File: config.mk
export PLATFORM = sky130hd
export DESIGN_NAME = awt_adc_window
export DESIGN_NICKNAME = d
export VERILOG_FILES = /design/src/shared/awt_pkg.sv /design/src/verilog/awt_adc_window.sv
export SDC_FILE = /design/constraint.sdc
export NUM_CORES = 1
export LEC_CHECK = 0
export ABC_AREA = 1
export BUFFER_PORTS_ARGS = -buffer_cell sky130_fd_sc_hd__buf_2
export CAP_MARGIN = 30
export CELL_PAD_IN_SITES_DETAIL_PLACEMENT = 0
export CELL_PAD_IN_SITES_GLOBAL_PLACEMENT = 2
export CORE_UTILIZATION = 28
export DETAILED_ROUTE_END_ITERATION = 6
export PLACE_DENSITY = 0.86
export SKIP_LAST_GASP = 1
export SYNTH_ARGS = -nofsm -noshare
export SYNTH_HDL_FRONTEND = slang
export SYNTH_SLANG_ARGS = --single-unit
File: constraint.sdc
create_clock -name ref_clk -period 1.7 [get_ports ref_clk]
set_input_delay 0.085 -clock ref_clk [delete_from_list [all_inputs] [get_ports ref_clk]]
set_output_delay 0.085 -clock ref_clk [all_outputs]
set_load 0.005 [all_outputs]
File: src/shared/awt_pkg.sv
// package: register map, field layout and reset values for the adc window/mux/tempcal block
package awt_pkg;
   // register indices on the AHB-Lite slave; byte address is four times the index
   localparam logic [7:0] ADDR_TEMP_OFFSET_HIGH  = 8'h86;
   localparam logic [7:0] ADDR_TEMP_OFFSET_LOW   = 8'h88;
   localparam logic [7:0] ADDR_IRQ_STATUS        = 8'h90;
   localparam logic [7:0] ADDR_IRQ_MASK          = 8'h94;
   localparam logic [7:0] ADDR_INPUT_CHANNEL_SEL = 8'hbb;
   localparam logic [7:0] ADDR_UPPER_LIMIT_LOW   = 8'hc3;
   localparam logic [7:0] ADDR_UPPER_LIMIT_HIGH  = 8'hc4;
   localparam logic [7:0] ADDR_LOWER_LIMIT_LOW   = 8'hc5;
   localparam logic [7:0] ADDR_LOWER_LIMIT_HIGH  = 8'hc6;
   localparam logic [7:0] ADDR_CONVERTER_CONTROL = 8'he8;
   // index to byte address scale and address width (several printed offsets are not word aligned)
   localparam int        BYTE_ADDR_SCALE        = 4;
   localparam int        ADDR_W                 = 10;
   // reset values
   localparam logic [7:0] RST_UPPER_LIMIT        = 8'hff;
   localparam logic [7:0] RST_LOWER_LIMIT        = 8'h00;
   localparam logic [4:0] RST_CHANNEL_SEL        = 5'h1f;
   // channel select codes
   localparam logic [4:0] CHAN_TEMP_SENSOR       = 5'h10;
   localparam logic [4:0] CHAN_SUPPLY            = 5'h11;
   localparam int        CHAN_SEL_W             = 5;
   localparam int        NUM_PORT_PINS          = 16;
   // field positions
   localparam int        WINDOW_FLAG_BIT        = 3;
   localparam int        IRQ_WINDOW_BIT         = 0;
   localparam int        IRQ_CONV_BIT           = 1;
   localparam int        TEMP_OFFSET_VALUE_LOW_LSB           = 6;
   // transfer kinds
   localparam logic [1:0] HTRANS_NONSEQ          = 2'h2;
   localparam logic [2:0] HSIZE_WORD             = 3'h2;
   localparam logic [1:0] HRESP_OKAY             = 2'h0;
endpackage : awt_pkg

File: src/verilog/awt_adc_window.sv
// adc window detector, input mux select and temperature offset calibration registers
//
// Function
// - lower limit high byte read/write at 0xC6, resets to zero
// - lower limit low byte read/write at 0xC5, forms 16-bit compare value
// - normal limits: flag when result strictly between upper and lower values
// - inverted limits: flag when result below greater-than or above less-than
// - result compared as unsigned integer
// - compare full 16-bit result word, whatever the justification
// - five-bit select: port pins, then sensor, supply, then no input
// - channel select at 0xBB, upper bits read zero, resets to all ones
// - offset registers hold production reading of sensor at zero degrees
// - offset left justified, bits 9:2 in high byte at 0x86, part dependent
// - one offset lsb equals one converter result lsb
// - window flag reported in converter control bit 3, pollable or interrupt
// - greater-than limit at 0xC4/0xC3, each resets to all ones
`timescale 1ns/10ps
module awt_adc_window
   import awt_pkg::*;
#(
   parameter logic [9:0] TEMP_OFFSET_CAL = 10'h000  // arbitrary, trimmed per part in production
)(
   input  wire logic                  ref_clk,
   input  wire logic                  sys_rst,
   input  wire logic                  hsel,
   input  wire logic [31:0]           haddr,
   input  wire logic [1:0]            htrans,
   input  wire logic                  hwrite,
   input  wire logic [2:0]            hsize,
   input  wire logic [31:0]           hwdata,
   input  wire logic                  hready,
   output logic      [31:0]           hrdata,
   output logic                       hreadyout,
   output logic      [1:0]            hresp,
   input  wire logic                  convDone,
   input  wire logic [15:0]           convResult,
   output logic      [CHAN_SEL_W-1:0] channelSel,
   output logic      [NUM_PORT_PINS-1:0] portPinSel,
   output logic                       tempSensorSel,
   output logic                       supplySel,
   output logic                       windowCompareFlag,
   output logic                       irq
);
   // bus data phase state
   logic                  wrPend_q, wrPend_d;
   logic [ADDR_W-1:0]     wrAddr_q, wrAddr_d;
   logic [31:0]           rdData_q, rdData_d;
   // register state
   logic [7:0]            lowerHigh_q, lowerHigh_d;
   logic [7:0]            lowerLow_q, lowerLow_d;
   logic [7:0]            upperHigh_q, upperHigh_d;
   logic [7:0]            upperLow_q, upperLow_d;
   logic [4:0]            chanSel_q, chanSel_d;
   logic [9:0]            tempOffset_q, tempOffset_d;
   logic [1:0]            irqStatus_q, irqStatus_d;
   logic [1:0]            irqMask_q, irqMask_d;
   logic                  offsetLoaded_q, offsetLoaded_d;

   logic                  addrPhase;
   logic [15:0]           lowerLimit;
   logic [15:0]           upperLimit;
   logic                  windowHit;
   logic [1:0]            irqEvents;

   // word address: printed offsets are indices, byte address is four times the index
   function automatic logic [ADDR_W-1:0] reg_addr(input logic [7:0] idx);
      reg_addr = ADDR_W'(idx) * ADDR_W'(BYTE_ADDR_SCALE);
   endfunction : reg_addr

   function automatic logic [31:0] read_mux(input logic [ADDR_W-1:0] a);
      read_mux = 32'h0000_0000;
      if (a == reg_addr(ADDR_LOWER_LIMIT_HIGH)) read_mux = {24'h00_0000, lowerHigh_q};
      else if (a == reg_addr(ADDR_LOWER_LIMIT_LOW)) read_mux = {24'h00_0000, lowerLow_q};
      else if (a == reg_addr(ADDR_UPPER_LIMIT_HIGH)) read_mux = {24'h00_0000, upperHigh_q};
      else if (a == reg_addr(ADDR_UPPER_LIMIT_LOW)) read_mux = {24'h00_0000, upperLow_q};
      else if (a == reg_addr(ADDR_INPUT_CHANNEL_SEL)) read_mux = {27'h000_0000, chanSel_q};
      else if (a == reg_addr(ADDR_TEMP_OFFSET_HIGH)) read_mux = {24'h00_0000, tempOffset_q[9:2]};
      else if (a == reg_addr(ADDR_TEMP_OFFSET_LOW)) read_mux = {24'h00_0000, tempOffset_q[1:0], 6'h00};
      else if (a == reg_addr(ADDR_CONVERTER_CONTROL)) read_mux = {28'h000_0000, irqStatus_q[IRQ_WINDOW_BIT], 3'h0};
      else if (a == reg_addr(ADDR_IRQ_STATUS)) read_mux = {30'h0000_0000, irqStatus_q};
      else if (a == reg_addr(ADDR_IRQ_MASK)) read_mux = {30'h0000_0000, irqMask_q};
   endfunction : read_mux

   assign addrPhase = hsel && hready && (htrans == HTRANS_NONSEQ) && (hsize == HSIZE_WORD);
   assign lowerLimit = {lowerHigh_q, lowerLow_q};
   assign upperLimit = {upperHigh_q, upperLow_q};

   // unsigned compare on the raw 16-bit word works for either justification
   always_comb begin
      if (upperLimit < lowerLimit) begin
         windowHit = (convResult > upperLimit) && (convResult < lowerLimit);
      end else begin
         windowHit = (convResult < upperLimit) || (convResult > lowerLimit);
      end
   end

   assign irqEvents = {convDone, convDone && windowHit};

   always_comb begin
      wrPend_d       = addrPhase && hwrite;
      wrAddr_d       = addrPhase ? haddr[ADDR_W-1:0] : wrAddr_q;
      rdData_d       = (addrPhase && !hwrite) ? read_mux(haddr[ADDR_W-1:0]) : 32'h0000_0000;
      lowerHigh_d    = lowerHigh_q;
      lowerLow_d     = lowerLow_q;
      upperHigh_d    = upperHigh_q;
      upperLow_d     = upperLow_q;
      chanSel_d      = chanSel_q;
      tempOffset_d   = tempOffset_q;
      irqMask_d      = irqMask_q;
      irqStatus_d    = irqStatus_q;
      offsetLoaded_d = 1'b1;
      // production value is captured by a clocked load after reset release, not by the reset itself
      if (!offsetLoaded_q) begin
         tempOffset_d = TEMP_OFFSET_CAL;
      end
      if (wrPend_q) begin
         if (wrAddr_q == reg_addr(ADDR_LOWER_LIMIT_HIGH)) lowerHigh_d = hwdata[7:0];
         if (wrAddr_q == reg_addr(ADDR_LOWER_LIMIT_LOW)) lowerLow_d = hwdata[7:0];
         if (wrAddr_q == reg_addr(ADDR_UPPER_LIMIT_HIGH)) upperHigh_d = hwdata[7:0];
         if (wrAddr_q == reg_addr(ADDR_UPPER_LIMIT_LOW)) upperLow_d = hwdata[7:0];
         if (wrAddr_q == reg_addr(ADDR_INPUT_CHANNEL_SEL)) chanSel_d = hwdata[4:0];
         if (wrAddr_q == reg_addr(ADDR_TEMP_OFFSET_HIGH)) tempOffset_d[9:2] = hwdata[7:0];
         if (wrAddr_q == reg_addr(ADDR_TEMP_OFFSET_LOW)) tempOffset_d[1:0] = hwdata[7:TEMP_OFFSET_VALUE_LOW_LSB];
         if (wrAddr_q == reg_addr(ADDR_IRQ_MASK)) irqMask_d = hwdata[1:0];
         if (wrAddr_q == reg_addr(ADDR_IRQ_STATUS)) irqStatus_d = irqStatus_d & ~hwdata[1:0];
         // writing zero to the control flag clears it, as the flag bit is read/write there
         if (wrAddr_q == reg_addr(ADDR_CONVERTER_CONTROL) && !hwdata[WINDOW_FLAG_BIT]) begin
            irqStatus_d[IRQ_WINDOW_BIT] = 1'b0;
         end
      end
      irqStatus_d = irqStatus_d | irqEvents; // set wins over clear
   end

   always_ff @(posedge ref_clk) begin
      if (sys_rst) begin
         wrPend_q       <= 1'b0;
         wrAddr_q       <= '0;
         rdData_q       <= 32'h0000_0000;
         lowerHigh_q    <= RST_LOWER_LIMIT;
         lowerLow_q     <= RST_LOWER_LIMIT;
         upperHigh_q    <= RST_UPPER_LIMIT;
         upperLow_q     <= RST_UPPER_LIMIT;
         chanSel_q      <= RST_CHANNEL_SEL;
         tempOffset_q   <= 10'h000;
         irqStatus_q    <= 2'h0;
         irqMask_q      <= 2'h0;
         offsetLoaded_q <= 1'b0;
      end else begin
         wrPend_q       <= wrPend_d;
         wrAddr_q       <= wrAddr_d;
         rdData_q       <= rdData_d;
         lowerHigh_q    <= lowerHigh_d;
         lowerLow_q     <= lowerLow_d;
         upperHigh_q    <= upperHigh_d;
         upperLow_q     <= upperLow_d;
         chanSel_q      <= chanSel_d;
         tempOffset_q   <= tempOffset_d;
         irqStatus_q    <= irqStatus_d;
         irqMask_q      <= irqMask_d;
         offsetLoaded_q <= offsetLoaded_d;
      end
   end

   // mux decode: codes past the supply select nothing
   always_comb begin
      portPinSel    = '0;
      tempSensorSel = (chanSel_q == CHAN_TEMP_SENSOR);
      supplySel     = (chanSel_q == CHAN_SUPPLY);
      if (!chanSel_q[4]) begin
         portPinSel[chanSel_q[3:0]] = 1'b1;
      end
   end

   assign channelSel        = chanSel_q;
   assign windowCompareFlag = irqStatus_q[IRQ_WINDOW_BIT];
   assign irq               = |(irqStatus_q & irqMask_q);
   assign hrdata            = rdData_q;
   assign hreadyout         = 1'b1;
   assign hresp             = HRESP_OKAY;

   chk_flag_on_hit: assert property (@(posedge ref_clk) disable iff (sys_rst)
      convDone && windowHit |=> windowCompareFlag) else $error("window hit did not set flag");
   chk_flag_sticky: assert property (@(posedge ref_clk) disable iff (sys_rst)
      windowCompareFlag && !wrPend_q |=> windowCompareFlag) else $error("flag dropped without write");
   chk_inside_mode: assert property (@(posedge ref_clk) disable iff (sys_rst)
      (upperLimit < lowerLimit) && convDone && (convResult <= upperLimit) && !windowCompareFlag
      |=> !windowCompareFlag) else $error("inside window flagged outside");
   chk_outside_mode: assert property (@(posedge ref_clk) disable iff (sys_rst)
      (upperLimit >= lowerLimit) && convDone && (convResult > lowerLimit) |=> windowCompareFlag)
      else $error("outside window missed");
   chk_chan_reset: assert property (@(posedge ref_clk) $fell(sys_rst) |-> chanSel_q == 5'h1f)
      else $error("channel select reset wrong");
   chk_limit_reset: assert property (@(posedge ref_clk) $fell(sys_rst) |-> lowerLimit == 16'h0000
      && upperLimit == 16'hffff) else $error("limit reset wrong");
   chk_lower_write: assert property (@(posedge ref_clk) disable iff (sys_rst)
      wrPend_q && wrAddr_q == reg_addr(ADDR_LOWER_LIMIT_LOW) |=> lowerLow_q == $past(hwdata[7:0]))
      else $error("lower limit low write lost");
   chk_mux_onehot: assert property (@(posedge ref_clk) disable iff (sys_rst)
      $onehot0({portPinSel, tempSensorSel, supplySel}) && ((chanSel_q < 5'h12) || (!tempSensorSel
      && !supplySel && portPinSel == '0))) else $error("mux decode wrong");
   chk_offset_read: assert property (@(posedge ref_clk) disable iff (sys_rst)
      addrPhase && !hwrite && haddr[ADDR_W-1:0] == reg_addr(ADDR_TEMP_OFFSET_HIGH)
      |=> hrdata[7:0] == tempOffset_q[9:2]) else $error("offset high read wrong");
   cov_hit: cover property (@(posedge ref_clk) convDone && windowHit);
   cov_irq: cover property (@(posedge ref_clk) irq);
   cov_sensor: cover property (@(posedge ref_clk) tempSensorSel);
endmodule : awt_adc_window

==> results, run 1 <==
- The run finished with clean final reports.
- The diode insertion count for antenna repair is 0.
- Input and output buffers added on the ports amount to 77.
- Setup repair after global routing could not meet its margin everywhere.
- The power density over cell area is 629.7 mW/mm2.
- The startpoint identified for the worst register-to-register timing path is lowerHigh_q[7].
- The arrival time at the worst endpoint is 1.95 ns.
- 151 I/O pins were placed.
- The top flip-flop cell by instance count after synthesis is sky130_fd_sc_hd__dfxtp_1.
- The number of antenna violations at the first check in global routing is 0.
- Relative to the synthesized area, the layout overhead comes to 32.55%.
- The area share of the largest cell type after synthesis is 30.46%.
- The buffer levels on the longest clock path is 2.
- The pre-antenna-repair detailed-routing pass consisted of 5 iterations.
- The warning count from the yosys run is 0.
- The buffer cell driving the clock tree root is sky130_fd_sc_hd__clkbuf_16.
- Yosys attributes the largest share of cell area to sky130_fd_sc_hd__dfxtp_1 30%, sky130_fd_sc_hd__ha_1 13%, sky130_fd_sc_hd__nand2_1 9.3%.
- Measured along the y axis, the die boundary spans 131.1 um.
- The startpoint of the most critical hold path is haddr[0].
- Buffers inserted during clock tree synthesis total 9.
- The synthesized flop and latch total is 71.
- The initialized floorplan defines 46 standard-cell rows.
- The final number of hold-violating endpoints was 0.
- The kind of capture point of the worst setup path is a flop.
- The count of cells along the worst hold path is 3.
- After synthesis, the share of flip-flops with an asynchronous set or reset is 0%.
- Static timing analysis puts the maximum clock frequency at 0.5956 GHz.
- The pin count of the biggest net entering global routing is 49.
- The ratio of cells with drive above 1 in the final layout is 32.13%.
- Hold timing on the final database bottoms out at a slack of 0.01315 ns.
- The leakage component of the power is 2.950 nW.
- The largest vdd supply drop is 0.4507 mV.
- The tool flagged a number of max-cap violations equal to 0.
- After routing the design area is 0.006186 mm2.
- The synthesized area per cell is 7.191 um2.
- The max-slew violation total from the final report is 0.
- The final wirelength is 14.30 mm.
- In the routed design, unresolved DRC markers number 0.
- After the first detailed-routing iteration, the DRC count stood at 271.
- At the end of routability-driven placement, the weighted congestion stood at 0.8210.
- The capturing point of the worst reg2reg path is irqStatus_q[0].
- The cell area reported after detailed placement is 0.005515 mm2.
- The data required time of the critical path is 1.98 ns.
- The final route contains 4,530 vias.
- The largest fanout of any net on the critical path is 3.
- The first global-routing pass estimated 22.01 mm of wire.
- The synthesized netlist cell count is 649.
- By startpoint and endpoint, the worst setup path is classified as flop to flop.
- The number of nets still failing antenna checks after routing is 0.
- The number of global-route vias before repair is 4,201.
- The level count of the clock H-tree is 3.
- The path depth of the worst reg2reg path is 13.
- After layout, the worst path uses 98.77% of the clock period.
- In this run, synthesis inferred 0 flip-flops with an integrated enable.
- Between clock sinks in the finished design, the worst skew comes to 0.007513 ns.
- The startpoint kind of the worst setup timing path is a flop.
- The final layout contains 908 nets.
- From left edge to right edge, the die measures 131.1 um.
- The number of setup violations in the final report is 0.
- The synthesized area is 0.004667 mm2.
- The worst hold path terminates at wrAddr_q[0].
- The number of distinct library cells after synthesis is 41.
- The area of the die is 0.01719 mm2.
- The worst register-to-register path has a setup slack of 0.02 ns.
- The core region is 0.01606 mm2.
- Clock-pin slew was measured on the worst setup and hold paths at 0.06 ns.
- After layout, the minimum clock period comes to 1.679 ns.
- Using the TritonRoute via totals, the vias-per-cell ratio works out to 4.571.
- The CTS tree is built.
- The total grt overflow is 0.
- After synthesis, flip-flops and latches occupy 30.46% of the total area.
- The type of the most critical hold path is primary input to flop.
- In the final routed layout, each cell accounts on average for 14.43 um.
- Clock tree synthesis found a total of 71 sinks.
- For this configuration, the core starts out at a cell density of 29.06%.
- Leaving out fill and tap cells, the most frequent cell in the layout is sky130_fd_sc_hd__nand2_1.
- The overall track demand over capacity in global routing is 16.45%.
- The estimated wirelength of the detail-placed design is 11.14 mm.
- Leaving out fill and tap cells, the most frequent cells in the layout are 108 x sky130_fd_sc_hd__nand2_1, 77 x sky130_fd_sc_hd__buf_2, 74 x sky130_fd_sc_hd__a21oi_1, 67 x sky130_fd_sc_hd__inv_1, 52 x sky130_fd_sc_hd__dfxtp_1.
- The clock reaches the later pin of the worst-skew pair after 0.34 ns.
- The synthesized design spends more area on one cell type than any other, namely sky130_fd_sc_hd__dfxtp_1.
[metal layers]
metal / track usage [%] / vias up / wire (um)
met3: 2.739 / 12 / 695
met2: 27.63 / 127 / 6768
met1: 21.87 / 2013 / 6711
li1: - / 2378 / -
met5: 0 / - / 0
met4: 3.725 / 0 / 127
[sequential cells by signal, indices dropped and copies added (netlist names)]
signal / flops
tempOffset_q: 10
wrAddr_q: 10
hrdata: 8
lowerHigh_q: 8
lowerLow_q: 8
upperHigh_q: 8
upperLow_q: 8
channelSel: 5
irqMask_q: 2
irqStatus_q: 2
offsetLoaded_q: 1
wrPend_q: 1
[stage by stage]
stage / util (%) / worst slack [ns] / instances / power (mW) / TNS (ns)
after CTS: 36.44 / 0.001292 / 987 / 3.901 / 0
final: 38.52 / 0.02088 / 991 / 3.896 / 0
after global routing: 38.52 / -0.09148 / 991 / 4.066 / -0.1087
after global placement: 34.35 / -0.06556 / 969 / 2.016 / -0.06556
after detailed placement: 34.35 / -0.09651 / 969 / 2.016 / -0.09651
after floorplan: - / 0.1905 / 674 / 1.916 / 0
[where the power goes]
| group | internal [mW] | total, mW | switching, mW |
|---|---|---|---|
| clock network | 1.17 | 1.87 | 0.703 |
| registers | 1.67 | 1.68 | 0.00927 |
| logic | 0.130 | 0.347 | 0.216 |
[logic make-up after synthesis]
family / Yosys count / synth area share (%)
buf+inv: 134 / 13.24
other cells: 2 / 0.1609
flops: 71 / 30.46
simple gates: 224 / 22.36
compound gates: 171 / 21.18
fa+ha+maj: 47 / 12.60
[critical path, cell delays in order, from the launching register on]
cell                      delay [ns]
sky130_fd_sc_hd__dfxtp_2        0.36
sky130_fd_sc_hd__inv_4          0.05
sky130_fd_sc_hd__ha_4           0.27
sky130_fd_sc_hd__nand2_4        0.05
sky130_fd_sc_hd__inv_2          0.05
sky130_fd_sc_hd__nand3_2        0.06
sky130_fd_sc_hd__nor3_2         0.15
sky130_fd_sc_hd__buf_4          0.15
sky130_fd_sc_hd__nand2_2        0.04
sky130_fd_sc_hd__nand2_1        0.05
sky130_fd_sc_hd__nand2_1        0.06
sky130_fd_sc_hd__nand3_2        0.08
sky130_fd_sc_hd__nand3_4        0.09
sky130_fd_sc_hd__a21oi_2        0.14
[Yosys cell counts (2+ instances only)]
cell type	count
sky130_fd_sc_hd__nand2_2	2
sky130_fd_sc_hd__clkbuf_1	9
sky130_fd_sc_hd__nand3_1	20
sky130_fd_sc_hd__inv_1	83
sky130_fd_sc_hd__nand2_1	116
sky130_fd_sc_hd__nor2_2	4
sky130_fd_sc_hd__a31oi_1	2
sky130_fd_sc_hd__nor3_1	10
sky130_fd_sc_hd__conb_1	2
sky130_fd_sc_hd__a211oi_1	8
sky130_fd_sc_hd__dfxtp_1	71
sky130_fd_sc_hd__inv_2	8
sky130_fd_sc_hd__nand4_1	8
sky130_fd_sc_hd__buf_4	27
sky130_fd_sc_hd__buf_2	5
sky130_fd_sc_hd__o21ai_1	10
sky130_fd_sc_hd__nor2_1	42
sky130_fd_sc_hd__nor3_2	7
sky130_fd_sc_hd__o21a_1	2
sky130_fd_sc_hd__a21oi_1	78
sky130_fd_sc_hd__a211oi_2	2
sky130_fd_sc_hd__a21oi_2	4
sky130_fd_sc_hd__nand3_2	2
sky130_fd_sc_hd__nand4_2	2
sky130_fd_sc_hd__o211ai_1	23
sky130_fd_sc_hd__and3_1	2
sky130_fd_sc_hd__nor2_4	3
sky130_fd_sc_hd__ha_1	47
sky130_fd_sc_hd__o21ai_0	37
sky130_fd_sc_hd__nor3b_1	2
[final cells by class]
class	count	area, um2
tap	216	270.3
sequential	71	1448
clock inverter	4	45.04
inverter	91	344.1
fill	1695	9872
timing repair buffer	128	810.8
multi-input combinational	469	3022
clock buffer	12	246.5
[what timing repair did]
action,CTS,global route
endpoints found under the setup margin,1,2
pin swaps,2,16
hold buffers,2,0
buffers inserted,0,4
gates resized for setup,12,68
endpoints found under the hold margin,3,0
[how the worst max path moves through the flow]
stage / slack (ns) / startpoint / end / cells after the start
2_1_floorplan: 0.19 / lowerHigh_q[7] / irqStatus_q[0] / 11
3_3_place_gp: -0.07 / upperHigh_q[7] / irqStatus_q[0] / 10
3_5_place_dp: -0.1 / lowerHigh_q[7] / irqStatus_q[0] / 13
4_1_cts: 0.001 / lowerLow_q[3] / irqStatus_q[0] / 11
5_1_grt: -0.09 / lowerHigh_q[7] / irqStatus_q[0] / 13
6_report: 0.02 / lowerHigh_q[7] / irqStatus_q[0] / 13
(Power assumes the default switching activity.)
==> inputs of run 2 (changes only) <==
Settings changed: CELL_PAD_IN_SITES_DETAIL_PLACEMENT 0 to 1, CELL_PAD_IN_SITES_GLOBAL_PLACEMENT 2 to 1, CORE_UTILIZATION 28 to 36, PLACE_DENSITY 0.86 to 0.85, SLEW_MARGIN set to 20.
==> results, run 2 (synthesized netlist as in run 1, its figures left out) <==
- The detailed-route DRC error count is 0 (unchanged).
- The core region area is 0.01262 mm2 (was 0.01606 mm2).
- The timing-limited maximum frequency came to 0.5646 GHz (was 0.5956 GHz).
- The number of max-capacitance violations reported was 0 (unchanged).
- The overall track demand over capacity in global routing came to 25.42% (was 16.45%).
- The worst setup slack after layout is -0.07113 ns (was 0.02088 ns).
- The max-slew violation total from the final report is 0 (unchanged).
- The checks that failed: negative setup slack.
- The CTS tree was built (unchanged).
- The critical path's slowest cell is sky130_fd_sc_hd__dfxtp_2 (unchanged).
- The area of the die came to 0.01342 mm2 (was 0.01719 mm2).
- The startpoint kind of the worst setup timing path is a flop (unchanged).
- The number of sinks on the clock net is 71 (unchanged).
- The worst slack after detailed placement was -0.1193 ns (was -0.09651 ns).
- The final number of hold-violating endpoints came to 0 (unchanged).
- The multi-input combinational cell area is 0.003005 mm2 (was 0.003022 mm2).
- The leakage component of the power is 2.983 nW (was 2.950 nW).
- The level count of the clock H-tree came to 3 (unchanged).
- The clock insertion delay at the later pin of the skew report is 0.34 ns (about the same).
- The number of buffers inserted by port buffering is 77 (unchanged).
- The fill cell instance count of the final layout is 1,632 (was 1,695).
- The number of standard-cell rows in the floorplan is 41 (was 46).
- The die boundary width is 115.9 um (was 131.1 um).
- Largest registers: tempOffset_q: 10 flops, wrAddr_q: 10 flops (unchanged).
- The arrival time at the worst endpoint was 2.05 ns (was 1.95 ns).
- The starting density of the core is 36.98% (was 29.06%).
- The largest fanout of any net on the critical path is 2 (was 3).
- Unrepaired setup endpoints after global routing: yes (unchanged).
- The buffer cell driving the clock tree root is sky130_fd_sc_hd__clkbuf_16 (unchanged).
- The number of DRC markers in iteration 0 is 202 (was 271).
- The final worst hold slack is 0.008094 ns (was 0.01315 ns).
- The data required time of the critical path was 1.97 ns (was 1.98 ns).
- The clock edge transition at the registers on the reported setup and hold paths was 0.06 ns (about the same).
- The number of global-route vias before repair is 5,270 (was 4,201).
- The count of non-filler cells in the finished layout is 949 (was 991).
- The layout overhead on the synthesized area is 31.98% (was 32.55%).
- The number of vias per cell is 5.248 (was 4.571).
- The most common cell after layout, fill and taps aside is sky130_fd_sc_hd__nand2_1 (unchanged).
- The length of the first detailed-routing pass in iterations is 4 (was 5).
- The timing endpoint of the critical path is irqStatus_q[0] (unchanged).
- The switching portion of total power was 22.98% (was 23.83%).
- The startpoint of the most critical hold path is haddr[9] (was haddr[0]).
- The number of antenna violations at the first check in global routing was 0 (unchanged).
- The combinational share of power is 8.2% (was 8.9%).
- The final critical delay including setup and external delays is 1.771 ns (was 1.679 ns).
- The reg-to-reg setup timing slack is -0.07 ns (was 0.02 ns).
- Outcome: complete, but fails checks (was complete, no violations).
- The number of primary I/O pins is 151 (unchanged).
- The diode insertion count for antenna repair came to 0 (unchanged).
- The buffer levels on the longest clock path came to 2 (unchanged).
- The sequential share of power is 40.6% (was 43.1%).
- The estimated wirelength of the detail-placed design is 12.31 mm (was 11.14 mm).
- The number of placed cells counting well taps is 926 (was 969).
- The share of the clock period used by the worst path after layout is 104.2% (was 98.77%).
- The switching component of the power was 0.9508 mW (was 0.9281 mW).
- The number of buffers created by CTS was 9 (unchanged).
- The register area is 0.001441 mm2 (was 0.001448 mm2).
- The count of hold buffers inserted by post-cts repair is 0 (was 2).
- The first-pass GRT wire length was 26.04 mm (was 22.01 mm).
- The final wirelength came to 16.89 mm (was 14.30 mm).
- The total grt overflow is 0 (unchanged).
- The delay of the slowest cell on the worst path was 0.34 ns (was 0.36 ns).
- The beginning of the critical path is upperHigh_q[0] (was lowerHigh_q[7]).
- The internal portion of total power is 3.187 mW (was 2.967 mW).
- The critical path start-end classification is flop to flop (unchanged).
- The total design power is 4.138 mW (was 3.896 mW).
- The pin count of the biggest net entering global routing was 49 (unchanged).
- The type of the most critical hold path is primary input to flop (unchanged).
- The vertical die dimension is 115.9 um (was 131.1 um).
- The total number of vias is 4,980 (was 4,530).
- The number of setup violations in the final report is 1 (was 0).
- The largest vdd supply drop is 0.5158 mV (was 0.4507 mV).
- The path depth of the worst reg2reg path is 11 (was 13).
- The number of nets still failing antenna checks after routing is 0 (unchanged).
- The average detailed-routed wire length per instance came to 17.80 um (was 14.43 um).
- The ratio of cells with drive above 1 in the final layout is 32.95% (was 32.13%).
- The placer congestion estimate was 0.9042 (was 0.8210).
- The power share of the clock group is 51.2% (was 48.0%).
- The layout net count came to 911 (was 908).
- The power density over cell area is 671.8 mW/mm2 (was 629.7 mW/mm2).
- Worst-path cell chain: inv_2 -> ha_1 -> nand4_1 -> nor3_2 -> buf_4 -> nand2_1 -> nand2_2 -> nand3_2 -> nand2_2 -> nand3_2 -> a21oi_2 (was inv_4 -> ha_4 -> nand2_4 -> inv_2 -> nand3_2 -> nor3_2 -> buf_4 -> nand2_2 -> nand2_1 -> nand2_1 -> nand3_2 -> nand3_4 -> a21oi_2).
- Commonest cells after routing, fill and taps aside: 106 x sky130_fd_sc_hd__nand2_1, 77 x sky130_fd_sc_hd__buf_2, 72 x sky130_fd_sc_hd__a21oi_1, 67 x sky130_fd_sc_hd__inv_1, 55 x sky130_fd_sc_hd__dfxtp_1 (was 108 x sky130_fd_sc_hd__nand2_1, 77 x sky130_fd_sc_hd__buf_2, 74 x sky130_fd_sc_hd__a21oi_1, 67 x sky130_fd_sc_hd__inv_1, 52 x sky130_fd_sc_hd__dfxtp_1).
- The final setup skew was 0.007887 ns (was 0.007513 ns).
- The kind of capture point of the worst setup path is a flop (unchanged).
- The reg-to-reg startpoint is upperHigh_q[0] (was lowerHigh_q[7]).
- The capturing point of the worst reg2reg path is irqStatus_q[0] (unchanged).
run 2: through the flow:
step | utilization, % | instance area (um2) | setup TNS (ns)
floorplan | - | 4761 | 0
global placement | 43.23 | 5455 | -0.03462
detailed placement | 43.23 | 5455 | -0.1193
CTS | 47.28 | 5967 | 0
global route | 48.81 | 6160 | -0.2560
finish | 48.81 | 6160 | -0.07113
run 2: worst min-delay path by stage:
stage	to	slack (ns)	depth (start not counted)
6_report	wrAddr_q[9]	0.008	3
5_1_grt	wrAddr_q[9]	0.03	3
4_1_cts	wrAddr_q[9]	0.007	3
3_5_place_dp	wrAddr_q[9]	0.36	3
3_3_place_gp	wrAddr_q[0]	0.35	3
2_1_floorplan	irqStatus_q[1]	0.21	2
run 2: layout make-up:
cell class / instances / area share [%]
inverters: 91 / 5.627
repair buffers: 131 / 13.30
clock buffers: 12 / 4.327
flip-flops and latches: 71 / 23.40
well taps: 172 / 3.494
clock inverters: 3 / 1.056
multi-input cells: 469 / 48.79
run 2: power groups by stage:
stage	Sequential [mW]	Combinational, mW	Clock [mW]
2_1_floorplan	1.71	0.206	0
3_3_place_gp	1.72	0.276	0
3_5_place_dp	1.72	0.294	0
4_1_cts	1.68	0.321	2.13
5_1_grt	1.68	0.378	2.21
6_report	1.68	0.340	2.12
run 2: critical path: cells and delay by family (launching register included):
family | cells | cell delay, ns
AND/OR/NAND/NOR | 7 | 0.74
flip-flops | 1 | 0.34
adder cells (fa/ha/maj) | 1 | 0.27
buffers and inverters | 2 | 0.21
AO/OA/AOI/OAI | 1 | 0.13
run 2: layer usage:
metal  wire [um]  track usage [%]
met5           0                0
met4         516            8.462
met3        1114            5.805
met2        8750            47.22
met1        6508            28.39
run 2: what timing repair did:
| item | CTS | global route |
|---|---|---|
| setup endpoints to repair | 1 | 5 |
| resized for setup | 39 | 39 |
| buffers inserted | 0 | 8 |
| pin swaps | 8 | 18 |
